<file path="src/spc_pkg.sv">
// shared types and constants for spindle positioning control
// assumes positions, distances and times come from the parameter store
package spc_pkg;
  typedef logic signed [23:0] pos_t;
  typedef logic signed [24:0] dist_t;

  // status word object and field positions
  localparam logic [15:0] STATUS_INDEX = 16'h204e;
  localparam logic [7:0] STATUS_SUB = 8'h01;
  localparam logic [15:0] STATUS_RESET = 16'h0000;
  localparam int ST_MOVING = 0;
  localparam int ST_SPEED_LO = 8;
  localparam int ST_DIR_LO = 10;
  localparam int ST_ARROWS = 12;
  localparam int ST_IN_POS = 15;
  localparam logic APPROACH_UP = 1'b0;

  // millisecond time base at a 50 ns clock
  localparam int unsigned CLK_PERIOD_NS = 50;
  localparam int unsigned TICK_PERIOD_NS = 1000000;
  localparam int unsigned TICK_CYCLES = TICK_PERIOD_NS / CLK_PERIOD_NS;

  typedef enum logic [1:0] {
    SPD_STOP = 2'h0,
    SPD_CRAWL = 2'h1,
    SPD_CREEP = 2'h2,
    SPD_FAST = 2'h3
  } speed_t;

  typedef enum logic [2:0] {
    S_IDLE = 3'h0,
    S_OPEN = 3'h1,
    S_DRIVE = 3'h3,
    S_DWELL = 3'h2,
    S_CLOSE = 3'h7
  } pos_state_t;

  typedef struct packed {
    logic approach_dir;
    pos_t loop_len;
    pos_t tolerance;
    pos_t creep_dist;
    pos_t crawl_dist;
    pos_t switch_off;
    logic [15:0] loop_ms;
    logic [15:0] clamp_ms;
  } pos_cfg_t;

  function automatic dist_t ext(input pos_t p);
    return {p[23], p};
  endfunction
endpackage

</file>
<file path="src/tick_divider.sv">
// one-cycle enable pulse every CYCLES clocks
// assumes a single free-running clock
`timescale 1ns/1ps
module tick_divider #(
  parameter int unsigned CYCLES = spc_pkg::TICK_CYCLES
) (
  input wire logic mclk,
  input wire logic rst_b,
  output logic tick
);
  logic [20:0] cnt_q;

  always_ff @(posedge mclk or negedge rst_b) begin
    if (!rst_b) begin
      cnt_q <= 21'h0_0000;
      tick <= 1'b0;
    end else if (cnt_q == 21'(CYCLES - 1)) begin
      cnt_q <= 21'h0_0000;
      tick <= 1'b1;
    end else begin
      cnt_q <= cnt_q + 21'h0_0001;
      tick <= 1'b0;
    end
  end
endmodule

</file>
<file path="src/approach_zone.sv">
// remaining distance to the current goal and the speed level it calls for
// purely combinational; the caller registers the results
`timescale 1ns/1ps
module approach_zone (
  input wire spc_pkg::dist_t pos,
  input wire spc_pkg::dist_t goal,
  input wire logic up,
  input wire logic use_off,
  input wire spc_pkg::pos_t creep_dist,
  input wire spc_pkg::pos_t crawl_dist,
  input wire spc_pkg::pos_t switch_off,
  output spc_pkg::dist_t rem,
  output logic arrive,
  output spc_pkg::speed_t speed
);
  import spc_pkg::*;
  dist_t off;

  always_comb begin
    rem = up ? dist_t'(goal - pos) : dist_t'(pos - goal);
    // switch-off offset only on the leg that ends at the target
    off = use_off ? ext(switch_off) : dist_t'(0);
    // negative remainder means overshoot, stop as well
    arrive = (rem <= off);
    if (arrive) begin
      speed = SPD_STOP;
    end else if (rem <= ext(crawl_dist)) begin
      speed = SPD_CRAWL;
    end else if (rem <= ext(creep_dist)) begin
      speed = SPD_CREEP;
    end else begin
      speed = SPD_FAST;
    end
  end
endmodule

</file>
<file path="src/spindle_positioning_control.sv">
// motor positioning of a spindle position display with loop drive and clamping
// assumes position, set value and parameters arrive on mclk from the bus logic
// Notes on behaviour
// - with play compensation the target is always reached from one side.
// - approach setting zero means final approach runs in increasing position.
// - zero loop length drives straight to target, ignoring side and dwell.
// - motor stands still at the reversal point for the loop dwell time.
// - fast drops to creep when remaining distance reaches creep threshold.
// - drops to crawl when remaining distance reaches crawl threshold.
// - motor stops early by the switch-off value; zero stops on target.
// - in-position when actual lies within tolerance of set value.
// - status bits 8 to 9 mirror the two speed level outputs.
// - status bits 10 to 11 mirror the two direction outputs.
// - status bit 12 set while direction arrows are shown.
// - status word sent in both transmit objects and readable on demand.
// - clamp time delays motor start after release and re-clamp after stop.
// - with clamp time, moving covers both clamp delay periods.
// - in manual mode arrows show the rotation needed toward target.
`timescale 1ns/1ps
module spindle_positioning_control #(
  parameter int unsigned TICK_CYCLES = spc_pkg::TICK_CYCLES
) (
  input wire logic mclk,
  input wire logic rst_b,
  input wire spc_pkg::pos_cfg_t cfg,
  input wire spc_pkg::pos_t set_value,
  input wire spc_pkg::pos_t actual_pos,
  input wire logic motor_enable,
  input wire logic start,
  input wire logic rd_req,
  input wire logic [15:0] rd_index,
  input wire logic [7:0] rd_sub,
  input wire logic pdo_sync,
  output logic direction_output_a,
  output logic direction_output_b,
  output logic speed_level_output_a,
  output logic speed_level_output_b,
  output logic clamp_release,
  output logic arrow_up,
  output logic arrow_down,
  output logic in_position,
  output logic [15:0] status_q,
  output logic rd_ack,
  output logic rd_err,
  output logic [15:0] rd_data,
  output logic [1:0] tpdo_strobe,
  output logic [15:0] tpdo_data
);
  import spc_pkg::*;

  pos_state_t state_q;
  dist_t goal_q;
  logic up_q;
  logic final_q;
  logic loop_used_q;
  logic clamp_used_q;
  logic [16:0] timer_q;
  logic [16:0] clamp_load;
  logic [16:0] loop_load;
  logic tick;
  dist_t rem;
  logic arrive;
  speed_t zone_speed;
  dist_t pos_x;
  dist_t set_x;
  dist_t err;
  logic up_needed;
  logic loop_needed;
  logic go;
  logic moving_d;
  logic dir_a_d;
  logic dir_b_d;
  speed_t spd_d;
  logic in_pos_d;
  logic arr_up_d;
  logic arr_dn_d;
  logic [15:0] status_d;
  logic rd_hit;

  tick_divider #(
    .CYCLES(TICK_CYCLES)
  ) u_tick (
    .mclk(mclk),
    .rst_b(rst_b),
    .tick(tick)
  );

  approach_zone u_zone (
    .pos(pos_x),
    .goal(goal_q),
    .up(up_q),
    .use_off(final_q),
    .creep_dist(cfg.creep_dist),
    .crawl_dist(cfg.crawl_dist),
    .switch_off(cfg.switch_off),
    .rem(rem),
    .arrive(arrive),
    .speed(zone_speed)
  );

  always_comb begin
    pos_x = ext(actual_pos);
    set_x = ext(set_value);
    err = dist_t'(set_x - pos_x);
    up_needed = (set_x > pos_x);
    go = start && motor_enable && (state_q == S_IDLE);
    // one tick more than asked: the first tick may come a single cycle after entry
    clamp_load = (cfg.clamp_ms == 16'h0000) ? 17'h0_0000
                                            : {1'b0, cfg.clamp_ms} + 17'h0_0001;
    loop_load = (cfg.loop_ms == 16'h0000) ? 17'h0_0000
                                          : {1'b0, cfg.loop_ms} + 17'h0_0001;
    // a loop is needed only when the direct path runs against the approach side
    loop_needed = (cfg.loop_len != '0) && (set_x != pos_x) &&
                  (up_needed != (cfg.approach_dir == APPROACH_UP));
  end

  // sequencing of clamp, drive legs and loop dwell
  always_ff @(posedge mclk or negedge rst_b) begin
    if (!rst_b) begin
      state_q <= S_IDLE;
      goal_q <= '0;
      up_q <= 1'b0;
      final_q <= 1'b0;
      loop_used_q <= 1'b0;
      clamp_used_q <= 1'b0;
      timer_q <= 17'h0_0000;
    end else begin
      unique case (state_q)
        S_IDLE: begin
          if (go) begin
            loop_used_q <= loop_needed;
            clamp_used_q <= (cfg.clamp_ms != 16'h0000);
            timer_q <= clamp_load;
            if (loop_needed) begin
              // overshoot beyond target by the loop length first
              goal_q <= up_needed ? dist_t'(set_x + ext(cfg.loop_len))
                                  : dist_t'(set_x - ext(cfg.loop_len));
              up_q <= up_needed;
              final_q <= 1'b0;
            end else begin
              goal_q <= set_x;
              up_q <= up_needed;
              final_q <= 1'b1;
            end
            state_q <= (cfg.clamp_ms != 16'h0000) ? S_OPEN : S_DRIVE;
          end
        end
        S_OPEN: begin
          if (timer_q == 17'h0_0000) begin
            state_q <= S_DRIVE;
          end else if (tick) begin
            timer_q <= timer_q - 17'h0_0001;
          end
        end
        S_DRIVE: begin
          if (arrive) begin
            if (!final_q) begin
              state_q <= S_DWELL;
              timer_q <= loop_load;
            end else if (clamp_used_q) begin
              state_q <= S_CLOSE;
              timer_q <= clamp_load;
            end else begin
              state_q <= S_IDLE;
            end
          end
        end
        S_DWELL: begin
          if (timer_q == 17'h0_0000) begin
            // reverse and come back onto the target from the set side
            goal_q <= set_x;
            up_q <= (cfg.approach_dir == APPROACH_UP);
            final_q <= 1'b1;
            state_q <= S_DRIVE;
          end else if (tick) begin
            timer_q <= timer_q - 17'h0_0001;
          end
        end
        S_CLOSE: begin
          if (timer_q == 17'h0_0000) begin
            state_q <= S_IDLE;
          end else if (tick) begin
            timer_q <= timer_q - 17'h0_0001;
          end
        end
        default: begin
          state_q <= S_IDLE;
        end
      endcase
    end
  end

  always_comb begin
    moving_d = (state_q != S_IDLE);
    // motor runs only in the drive state; dwell and clamp phases hold it
    dir_a_d = (state_q == S_DRIVE) && !arrive && up_q;
    dir_b_d = (state_q == S_DRIVE) && !arrive && !up_q;
    spd_d = (state_q == S_DRIVE) ? zone_speed : SPD_STOP;
    in_pos_d = (err <= ext(cfg.tolerance)) && (-err <= ext(cfg.tolerance));
    // arrows only guide a hand-turned spindle
    arr_up_d = !motor_enable && !in_pos_d && (err > dist_t'(0));
    arr_dn_d = !motor_enable && !in_pos_d && (err < dist_t'(0));
    status_d = STATUS_RESET;
    status_d[ST_MOVING] = moving_d;
    status_d[ST_SPEED_LO +: 2] = spd_d;
    status_d[ST_DIR_LO +: 2] = {dir_b_d, dir_a_d};
    status_d[ST_ARROWS] = arr_up_d || arr_dn_d;
    status_d[ST_IN_POS] = in_pos_d;
    rd_hit = (rd_index == STATUS_INDEX) && (rd_sub == STATUS_SUB);
  end

  // pins and status word change together so the mirror is exact
  always_ff @(posedge mclk or negedge rst_b) begin
    if (!rst_b) begin
      direction_output_a <= 1'b0;
      direction_output_b <= 1'b0;
      speed_level_output_a <= 1'b0;
      speed_level_output_b <= 1'b0;
      arrow_up <= 1'b0;
      arrow_down <= 1'b0;
      in_position <= 1'b0;
      status_q <= STATUS_RESET;
    end else begin
      direction_output_a <= dir_a_d;
      direction_output_b <= dir_b_d;
      speed_level_output_a <= spd_d[0];
      speed_level_output_b <= spd_d[1];
      arrow_up <= arr_up_d;
      arrow_down <= arr_dn_d;
      in_position <= in_pos_d;
      status_q <= status_d;
    end
  end

  // clamp stays open from before motion until the close delay has run out
  always_ff @(posedge mclk or negedge rst_b) begin
    if (!rst_b) begin
      clamp_release <= 1'b0;
    end else begin
      clamp_release <= clamp_used_q && (state_q != S_IDLE);
    end
  end

  // on-demand read and cyclic transmit of the status word
  always_ff @(posedge mclk or negedge rst_b) begin
    if (!rst_b) begin
      rd_ack <= 1'b0;
      rd_err <= 1'b0;
      rd_data <= 16'h0000;
      tpdo_strobe <= 2'h0;
      tpdo_data <= 16'h0000;
    end else begin
      rd_ack <= rd_req;
      rd_err <= rd_req && !rd_hit;
      rd_data <= (rd_req && rd_hit) ? status_q : 16'h0000;
      tpdo_strobe <= pdo_sync ? 2'h3 : 2'h0;
      if (pdo_sync) begin
        tpdo_data <= status_q;
      end
    end
  end
endmodule

</file>
<file path="config.mk">
export PLATFORM = sky130hd
export DESIGN_NAME = spindle_positioning_control
export DESIGN_NICKNAME = d
export VERILOG_FILES = /design/src/spc_pkg.sv /design/src/tick_divider.sv /design/src/approach_zone.sv /design/src/spindle_positioning_control.sv
export SDC_FILE = /design/constraint.sdc
export NUM_CORES = 1
export LEC_CHECK = 0
export BUFFER_PORTS_ARGS = -buffer_cell sky130_fd_sc_hd__buf_2
export CORE_ASPECT_RATIO = 1.5
export CORE_MARGIN = 2
export CORE_UTILIZATION = 30
export CTS_BUF_LIST = sky130_fd_sc_hd__clkbuf_4 sky130_fd_sc_hd__clkbuf_8 sky130_fd_sc_hd__clkbuf_16
export DETAILED_ROUTE_END_ITERATION = 16
export GPL_TIMING_DRIVEN = 0
export PLACE_DENSITY = 0.48
export SYNTH_ARGS = -nofsm -noshare
export SYNTH_HDL_FRONTEND = slang
export SYNTH_SLANG_ARGS = --single-unit
</file>
<file path="constraint.sdc">
create_clock -name mclk -period 12.6 [get_ports mclk]
set_clock_uncertainty 0.15 [all_clocks]
set_input_delay 2.52 -clock mclk [delete_from_list [all_inputs] [get_ports mclk]]
set_output_delay 2.52 -clock mclk [all_outputs]
set_load 0.02 [all_outputs]
</file>
==> flow_metrics.tcl, run 1 <==
set metrics [dict create \
    synth.top_cells.by_count "228 x sky130_fd_sc_hd__ha_1, 162 x sky130_fd_sc_hd__inv_1, 158 x sky130_fd_sc_hd__nand2_1" \
    synthDominantCellAreaShare 0.201 \
    synth_top_flop_cell "sky130_fd_sc_hd__dfrtp_1" \
    ctsRootBufferMaster "sky130_fd_sc_hd__clkbuf_16" \
    io_buffers 263 \
    cell_family_with_the_largest_share_of_critical_path_delay "simple AND/OR/NAND/NOR gates" \
    period_needed_ps 9030 \
    tritoncts "built" \
    drcViolationCount 0 \
    fp.coreArea_mm2 0.0467 \
    cts-resized-gates 0 \
    grt.total_usage 0.200 \
    final_min_period_over_clock_period 0.717 \
    worst_path_buf_inv 2 \
    final_cell_count_no_fill 2732 \
    maxSlewViolCount 0 \
    synth.lib_cells_used.distinct 83 \
    syn_inst 1823 \
    grt.overflow.total 0 \
    asyncSetResetFlopFracSynth 1.00 \
    routed_via_density 5.15 \
    die-width_um 182 \
    timing.critical_path.from "set_value[0]" \
    synthesis.area_per_instance_um2 7.80 \
    cp.depth 22 \
    final-setup-viol-count 0 \
    postCtsSetupBuffers 0 \
    ys_seq_area_frac 0.171 \
    routed_vias 14100 \
    cp-start-kind "primary input" \
    worst-setup-path-type "primary input to flop" \
    power-per-cell-area_mw_per_mm2 195 \
    worst-r2r-setup-slack_ps 6280 \
    first_iter_violations 573 \
    dp.cells 2707 \
    clk_pin_slew_ps 70 \
    cts_num_sinks 97 \
    worst_pin_slew_ps 1160 \
    cp_data_required_time_ps 12650 \
    wl_per_cell_um 18.3 \
    post_cts_hold_buffer_count 0 \
    gp_congestion 0.868 \
    cts.path.max_buffers 2 \
    synth_warnings 0 \
    outcome "finished, final reports clean" \
    fp-row-count 97 \
    max-slew-margin-rel 0.227 \
    static-leakage-power_nw 8.38 \
    rsz0062_at_grt "false" \
    route.final.wire_length_mm 50.1 \
    worst_setup_path_end_kind "flop" \
    fmax_ghz 0.111 \
    initial_core_util 0.304 \
    synth_most_common_cell "sky130_fd_sc_hd__ha_1" \
    crit_path_end "status_q[12]" \
    dp_hpwl_mm 44.2 \
    first_global_vias 14300 \
    r2r_end "timer_q[0]" \
    drt_first_pass_iters 4 \
    grt_antenna_before_repair 12 \
    clkLatencyLatePin_ps 380 \
    critical_path.max_fanout 6 \
    cts_buffers 9 \
    regToRegStartpoint "up_q" \
    critical_path_arrival_ps 9080 \
    cts.htree.levels 3 \
    floorplan.io_pins 291 \
    crit_path_max_incr_delay_ps 950 \
    maxCapViolations 0 \
    nets 2587 \
    reg2regPathDepth 21 \
    min-delay-path-class "flop to flop" \
    share_of_post_route_cells_with_drive_strength_above_1 0.166 \
    grt_max_degree 51 \
    fin_tns_setup_ps 0 \
    final.fill_count 5093 \
    area.growth.synth_to_final_pct 17.7 \
    synth_seq_cells 97 \
    drt.antenna.violating_nets 0 \
    crit_chain "buf_2 > inv_1 > ha_1 > fa_1 > nor2b_1 > o31a_1 > o31a_1 > a21oi_1 > nor4_1 > nand3b_1 > or4_4 > nor4_1 > xnor2_1 > ha_1 > nand3_1 > or4_1 > o41ai_1 > nor3_1 > o21ai_0 > nor3b_1 > or2_2 > a21oi_1" \
    synth.largest_area_cell "sky130_fd_sc_hd__ha_1" \
    ir_worst_vdd_v 0.0000825 \
    dieHeight_um 271 \
    grt_first_pass_wirelength_mm 76.6 \
    worst_path_max_delay_cell "sky130_fd_sc_hd__nor3b_1" \
    total_die_area_mm2 0.0492 \
    synth_edf_count 0 \
    synth_area_leaders "sky130_fd_sc_hd__ha_1 20%, sky130_fd_sc_hd__dfrtp_1 17%, sky130_fd_sc_hd__xor2_1 4.9%" \
    synth_area_mm2 0.0142 \
    finalHoldViolations 0 \
]
==> power breakdown <==
part           switching (W)  internal, W
clock network       0.000147     0.000141
logic                0.00150      0.00101
registers          0.0000716     0.000401
==> cell type report <==
cell class | count | area (um2) | share of cell area
well taps | 594 | 743 | 0.0445
clock buffers | 9 | 225 | 0.0135
flip-flops and latches | 97 | 2430 | 0.145
inverters | 164 | 616 | 0.0368
multi-input cells | 1505 | 10800 | 0.647
clock inverters | 7 | 73.8 | 0.00442
repair buffers | 264 | 1350 | 0.0805
diodes | 9 | 22.5 | 0.00135
plain buffers | 83 | 447 | 0.0267
==> stage by stage <==
step / util / worst slack (ps) / hold slack [ps] / area (um2) / total power [W]
finish: 0.358 / 3570 / 326 / 16700 / 0.00327
detailed placement: 0.351 / 3270 / 318 / 16400 / 0.00300
CTS: 0.357 / 3670 / 331 / 16700 / 0.00330
global route: 0.358 / 3250 / 342 / 16700 / 0.00364
floorplan: - / 4970 / 296 / 14300 / 0.00227
global placement: 0.350 / 3310 / 317 / 16400 / 0.00295
==> metal layers <==
| metal | part of all wire | GRT usage |
|---|---|---|
| met5 | 0.00078 | 0 |
| met4 | 0.029 | 0.0710 |
| met3 | 0.038 | 0.0288 |
| met2 | 0.54 | 0.394 |
| met1 | 0.40 | 0.211 |
==> sequential cells by signal, summed over array words and instances, names as in the netlist, 3 cells and up <==
signal	count
goal_q	25
status_q	7
u_tick.cnt_q	21
tpdo_data	7
state_q	3
timer_q	17
rd_data	7
==> layout by cell type (no fill, tap or decap), types with 34 or more instances in the layout <==
master                     synthesis  routed
sky130_fd_sc_hd__nor3_1           39      39
sky130_fd_sc_hd__nor2_1          109     109
sky130_fd_sc_hd__nand2_1         158     158
sky130_fd_sc_hd__nand3_1          48      48
sky130_fd_sc_hd__xor2_1           79      79
sky130_fd_sc_hd__buf_2             3     265
sky130_fd_sc_hd__buf_4            33      34
sky130_fd_sc_hd__dfrtp_1          97      97
sky130_fd_sc_hd__inv_1           162     162
sky130_fd_sc_hd__o21ai_0         105     105
sky130_fd_sc_hd__xnor2_1          76      76
sky130_fd_sc_hd__clkbuf_1         44      44
sky130_fd_sc_hd__a21oi_1         113     113
sky130_fd_sc_hd__ha_1            228     228
sky130_fd_sc_hd__a21o_1           77      77
sky130_fd_sc_hd__nand4_1          49      49
==> logic make-up (layout without fill, tap and decap cells) <==
logic type / count (synthesis) / count (layout) / synth area share
AND/OR/NAND/NOR: 560 / 560 / 0.197
AO/OA/AOI/OAI: 492 / 492 / 0.226
buffers and inverters: 247 / 527 / 0.0747
adder cells (fa/ha/maj): 233 / 233 / 0.207
XOR/XNOR: 155 / 155 / 0.0955
flip-flops: 97 / 97 / 0.171
multiplexers: 38 / 38 / 0.0282
other: 1 / 36 / 0.000264
==> how the worst min path moves through the flow <==
stage,cells after the start,to,slack (ps),from
global route,1,u_tick.cnt_q[4],340,u_tick.cnt_q[4]
finish,1,u_tick.cnt_q[4],330,u_tick.cnt_q[4]
CTS,1,u_tick.cnt_q[4],330,u_tick.cnt_q[4]
floorplan,1,u_tick.cnt_q[20],300,u_tick.cnt_q[20]
detailed placement,1,u_tick.cnt_q[4],320,u_tick.cnt_q[4]
global placement,1,u_tick.cnt_q[4],320,u_tick.cnt_q[4]
(Power assumes the default switching activity.)
==> run 2, diff against run 1 <==
==> constraint.sdc (replaced) <==
create_clock -name mclk -period 8.5 [get_ports mclk]
set_clock_uncertainty 0.15 [all_clocks]
set_input_delay 1.7 -clock mclk [delete_from_list [all_inputs] [get_ports mclk]]
set_output_delay 1.7 -clock mclk [all_outputs]
set_load 0.02 [all_outputs]
==> flow_metrics.tcl, run 2 (synthesis gave the netlist of run 1 again) <==
set metrics [dict create \
    critical_path_arrival_ps 8100 \
    power-per-cell-area_mw_per_mm2 290 \
    worst-setup-path-type "primary input to flop" \
    cts.path.max_buffers 2 \
    finalHoldViolations 0 \
    routed_vias 14100 \
    cts_num_sinks 97 \
    area.growth.synth_to_final_pct 17.7 \
    critical_path.max_fanout 10 \
    postCtsSetupBuffers 0 \
    final_common_cell "sky130_fd_sc_hd__buf_2" \
    max-slew-margin-rel 0.282 \
    cts.htree.levels 3 \
    first_global_vias 14300 \
    grt_antenna_before_repair 12 \
    wl_per_cell_um 18.3 \
    first_iter_violations 573 \
    min-delay-path-class "flop to flop" \
    grt.total_usage 0.200 \
    fp-row-count 97 \
    nets 2587 \
    io_buffers 263 \
    total_die_area_mm2 0.0492 \
    drt.antenna.violating_nets 0 \
    cp_data_required_time_ps 8580 \
    clk_pin_slew_ps 70 \
    fmax_ghz 0.125 \
    dp_hpwl_mm 44.2 \
    routed_via_density 5.15 \
    regToRegStartpoint "up_q" \
    most_frequent_cells_in_the_layout "265 x sky130_fd_sc_hd__buf_2, 228 x sky130_fd_sc_hd__ha_1, 162 x sky130_fd_sc_hd__inv_1" \
    drt_first_pass_iters 4 \
    tritoncts "built" \
    top_register "goal_q" \
    fp.coreArea_mm2 0.0467 \
    worst_setup_path_end_kind "flop" \
    post-layout-total-power_w 0.00484 \
    reg2regPathDepth 21 \
    grt_max_degree 51 \
    floorplan.io_pins 291 \
    worst-r2r-setup-slack_ps 2180 \
    crit_path_end "goal_q[24]" \
    r2r_end "timer_q[0]" \
    drcViolationCount 0 \
    initial_core_util 0.304 \
    rsz0062_at_grt "false" \
    static-leakage-power_nw 8.38 \
    share_of_post_route_cells_with_drive_strength_above_1 0.166 \
    grt_first_pass_wirelength_mm 76.6 \
    outcome "finished, final reports clean" \
    period_needed_ps 8010 \
    ctsRootBufferMaster "sky130_fd_sc_hd__clkbuf_16" \
    route.final.wire_length_mm 50.1 \
    whs_ps 326 \
    final-setup-viol-count 0 \
    ir_worst_vdd_v 0.000122 \
    timing.critical_path.from "actual_pos[3]" \
    gp_congestion 0.868 \
    cp-start-kind "primary input" \
    worst_pin_slew_ps 1080 \
    maxSlewViolCount 0 \
    largest_register_ff_count 25 \
    cts_buffers 9 \
    final_min_period_over_clock_period 0.943 \
    min-delay-start "u_tick.cnt_q[4]" \
    grt.overflow.total 0 \
    dieHeight_um 271 \
    biggestRegsByFlops "goal_q (25), u_tick.cnt_q (21), timer_q (17)" \
    clkLatencyLatePin_ps 380 \
    die-width_um 182 \
    maxCapViolations 0 \
]
-- run 2: changes by cell type in the layout (fill, tap and decap cells not counted) --
cell / change
sky130_fd_sc_hd__nor3b_1: -1
sky130_fd_sc_hd__nor3b_2: +1
-- run 2: critical path, stage by stage --
cell and delay (ps):
sky130_fd_sc_hd__buf_2 110, sky130_fd_sc_hd__inv_1 70, sky130_fd_sc_hd__ha_1 270, sky130_fd_sc_hd__clkbuf_1 260, sky130_fd_sc_hd__o211a_1 200, sky130_fd_sc_hd__o31a_1 240
sky130_fd_sc_hd__o21a_4 200, sky130_fd_sc_hd__o2111ai_2 220, sky130_fd_sc_hd__a311o_1 370, sky130_fd_sc_hd__a21oi_1 320, sky130_fd_sc_hd__nor2b_1 170, sky130_fd_sc_hd__clkbuf_1 360
sky130_fd_sc_hd__clkbuf_1 500, sky130_fd_sc_hd__mux2i_1 250, sky130_fd_sc_hd__fa_1 500, sky130_fd_sc_hd__a211oi_1 310, sky130_fd_sc_hd__o21bai_1 150, sky130_fd_sc_hd__a31o_2 300
sky130_fd_sc_hd__a21o_1 240, sky130_fd_sc_hd__a211oi_1 540, sky130_fd_sc_hd__o211ai_1 180, sky130_fd_sc_hd__o211ai_1 150, sky130_fd_sc_hd__mux2i_1 240, sky130_fd_sc_hd__xnor2_1 140
sky130_fd_sc_hd__a21oi_1 80
-- run 2: report_power, final --
part	internal, W	switching [W]
clock	0.000208	0.000218
combinational	0.00150	0.00222
sequential	0.000595	0.000106
-- run 2: area by class of cell --
| cell class | instances | area (um2) |
|---|---|---|
| Antenna cell | 9 | 22.5 |
| Tap cell | 594 | 743 |
| Timing Repair Buffer | 264 | 1350 |
| Multi-Input combinational cell | 1505 | 10800 |
| Clock buffer | 9 | 225 |
| Buffer | 83 | 447 |
| Clock inverter | 7 | 73.8 |
| Inverter | 164 | 616 |
| Sequential cell | 97 | 2430 |
| Fill cell | 5094 | 30000 |
-- run 2: through the flow --
stage	TNS [ps]	util	cells	area (um2)	setup slack, ps
6_report	0	0.358	2732	16700	488
5_1_grt	0	0.358	2727	16700	89.5
4_1_cts	0	0.357	2723	16700	388
3_5_place_dp	-8.03	0.351	2707	16400	-8.03
3_3_place_gp	0	0.350	2706	16400	33.6
2_1_floorplan	0	-	1849	14300	1690
-- run 2: how the worst min path moves through the flow --
stage	endpoint	slack, ps	cells after the start
final	u_tick.cnt_q[4]	330	1
after global routing	u_tick.cnt_q[4]	340	1
after CTS	u_tick.cnt_q[4]	330	1
after detailed placement	u_tick.cnt_q[4]	320	1
after global placement	u_tick.cnt_q[4]	320	1
after floorplan	u_tick.cnt_q[20]	300	1
-- run 2: per-layer routing --
metal	wire length, um	global-route usage	vias to the layer above	share of wire
met5	39	0	-	0.00078
met4	1450	0.0710	8	0.029
li1	-	-	7141	-
met1	19800	0.211	6535	0.40
met2	26800	0.394	317	0.54
met3	1890	0.0288	67	0.038
-- run 2: what timing repair did --
| action | 4_1_cts | 5_1_grt |
|---|---|---|
| gates resized for setup | 0 | 1 |
| hold buffers | 0 | 0 |
| endpoints found under the setup margin | 0 | 1 |
| endpoints found under the hold margin | 0 | 0 |
==> run 3, diff against run 2 <==
--- a/config.mk
+++ b/config.mk
@@ -5,7 +5,7 @@
 export SDC_FILE = /design/constraint.sdc
 export NUM_CORES = 1
 export LEC_CHECK = 0
-export BUFFER_PORTS_ARGS = -buffer_cell sky130_fd_sc_hd__buf_2
+export BUFFER_PORTS_ARGS = -buffer_cell sky130_fd_sc_hd__buf_4
 export CORE_ASPECT_RATIO = 1.5
 export CORE_MARGIN = 2
 export CORE_UTILIZATION = 30
==> flow_metrics.tcl, run 3 (synthesis gave the netlist of run 1 again) <==
set metrics [dict create \
    worst-setup-path-type "primary input to flop" \
    cts_buffers 9 \
    tritoncts "built" \
    ctsRootBufferMaster "sky130_fd_sc_hd__clkbuf_16" \
    grt_first_pass_wirelength_mm 79.0 \
    most_frequent_cells_in_the_layout "295 x sky130_fd_sc_hd__buf_4, 228 x sky130_fd_sc_hd__ha_1, 162 x sky130_fd_sc_hd__inv_1" \
    fin_tns_setup_ps 0 \
    cp-start-kind "primary input" \
    postCtsSetupBuffers 0 \
    min-delay-start "u_tick.cnt_q[4]" \
    share_of_post_route_cells_with_drive_strength_above_1 0.166 \
    routed_via_density 5.18 \
    grt.total_usage 0.205 \
    cts_num_sinks 97 \
    grt_antenna_before_repair 2 \
    finalHoldViolations 0 \
    route.final.wire_length_mm 51.0 \
    post_cts_hold_buffer_count 0 \
    maxSlewViolCount 0 \
    initial_core_util 0.304 \
    wl_per_cell_um 18.7 \
    max-slew-margin-rel 0.277 \
    seqCellArea_mm2 0.00243 \
    hold_path_end "u_tick.cnt_q[4]" \
    maxCapViolations 0 \
    critical_path_arrival_ps 8020 \
    grt_max_degree 98 \
    first_iter_violations 549 \
    top_register "goal_q" \
    area.growth.synth_to_final_pct 22.2 \
    worst_path_max_delay_cell "sky130_fd_sc_hd__clkbuf_1" \
    drt_first_pass_iters 5 \
    biggestRegsByFlops "goal_q (25), u_tick.cnt_q (21), timer_q (17)" \
    dp_hpwl_mm 44.6 \
    multi_input_area_mm2 0.0108 \
    min_delay_path_depth 1 \
    grt.overflow.total 0 \
    floorplan.io_pins 291 \
    outcome "finished, final reports clean" \
    static-leakage-power_nw 8.59 \
    total_die_area_mm2 0.0492 \
    final_common_cell "sky130_fd_sc_hd__buf_4" \
    reg2regPathDepth 20 \
    gp_congestion 0.874 \
    worst_pin_slew_ps 1080 \
    worst-r2r-setup-slack_ps 2330 \
    first_global_vias 14600 \
    regToRegStartpoint "up_q" \
    cp_data_required_time_ps 8570 \
    worst_setup_path_end_kind "flop" \
    nets 2587 \
    r2r_end "timer_q[0]" \
    critical_path.max_fanout 10 \
    clkLatencyLatePin_ps 370 \
    die-width_um 182 \
    fp.coreArea_mm2 0.0467 \
    largest_register_ff_count 25 \
    ir_worst_vdd_v 0.000113 \
    io_buffers 263 \
    fp-row-count 97 \
    cell_occurring_most_often_along_the_worst_timing_path "sky130_fd_sc_hd__clkbuf_1" \
    final.fill_count 4999 \
    cts.htree.levels 3 \
    clk_pin_slew_ps 80 \
    power-per-cell-area_mw_per_mm2 282 \
    rsz0062_at_grt "false" \
    post-route-util 0.372 \
    final-setup-viol-count 0 \
    drt.antenna.violating_nets 0 \
    routed_vias 14100 \
    drcViolationCount 0 \
    fmax_ghz 0.126 \
    min-delay-path-class "flop to flop" \
    crit_path_max_incr_delay_ps 540 \
    dieHeight_um 271 \
    whs_ps 328 \
    final_min_period_over_clock_period 0.935 \
    period_needed_ps 7940 \
    cts.path.max_buffers 2 \
]
## run 3: power by group
| part | internal, W | switching, W | total, W |
|---|---|---|---|
| clock | 0.000207 | 0.000215 | 0.000423 |
| combinational | 0.00155 | 0.00222 | 0.00377 |
| sequential | 0.000595 | 0.000110 | 0.000705 |
| total | 0.00235 | 0.00255 | 0.00490 |
## run 3: cell type report
| cell class | count | share of cell area |
|---|---|---|
| multi-input cells | 1505 | 0.623 |
| flip-flops and latches | 97 | 0.140 |
| repair buffers | 264 | 0.115 |
| well taps | 594 | 0.0428 |
| inverters | 164 | 0.0354 |
| plain buffers | 83 | 0.0257 |
| clock buffers | 9 | 0.0130 |
| clock inverters | 7 | 0.00447 |
| diodes | 2 | 0.000288 |
## run 3: per-layer routing
metal	GRT usage	wire length, um	vias up
li1	-	-	7109
met2	0.410	27900	291
met1	0.221	20100	6658
met3	0.0257	1850	48
met5	0	0	-
met4	0.0563	1100	0
## run 3: stage by stage
step           worst slack [ps]  power (W)  instances  area (um2)
2_1_floorplan              1690    0.00336       1849       14300
3_3_place_gp               12.1    0.00442       2706       17000
3_5_place_dp               8.59    0.00447       2706       17000
4_1_cts                     375    0.00493       2722       17300
5_1_grt                    82.1    0.00543       2724       17400
6_report                    556    0.00490       2725       17400
## run 3: worst max path at each step
stage | from | endpoint
4_1_cts | actual_pos[3] | goal_q[24]
5_1_grt | set_value[0] | status_q[12]
6_report | actual_pos[3] | goal_q[23]
2_1_floorplan | actual_pos[3] | goal_q[24]
3_5_place_dp | actual_pos[3] | goal_q[24]
3_3_place_gp | actual_pos[3] | goal_q[24]
## run 3: worst max-delay path, delay by kind of cell
family	cells	cell delay, ps
AND/OR/NAND/NOR	2	270
adder cells (fa/ha/maj)	2	610
AO/OA/AOI/OAI	16	3870
buffers and inverters	5	1370
XOR/XNOR	1	180
## run 3: timing repair
action | in CTS | in global routing
endpoints found under the hold margin | 0 | 0
gates resized for setup | 0 | 1
endpoints found under the setup margin | 0 | 1
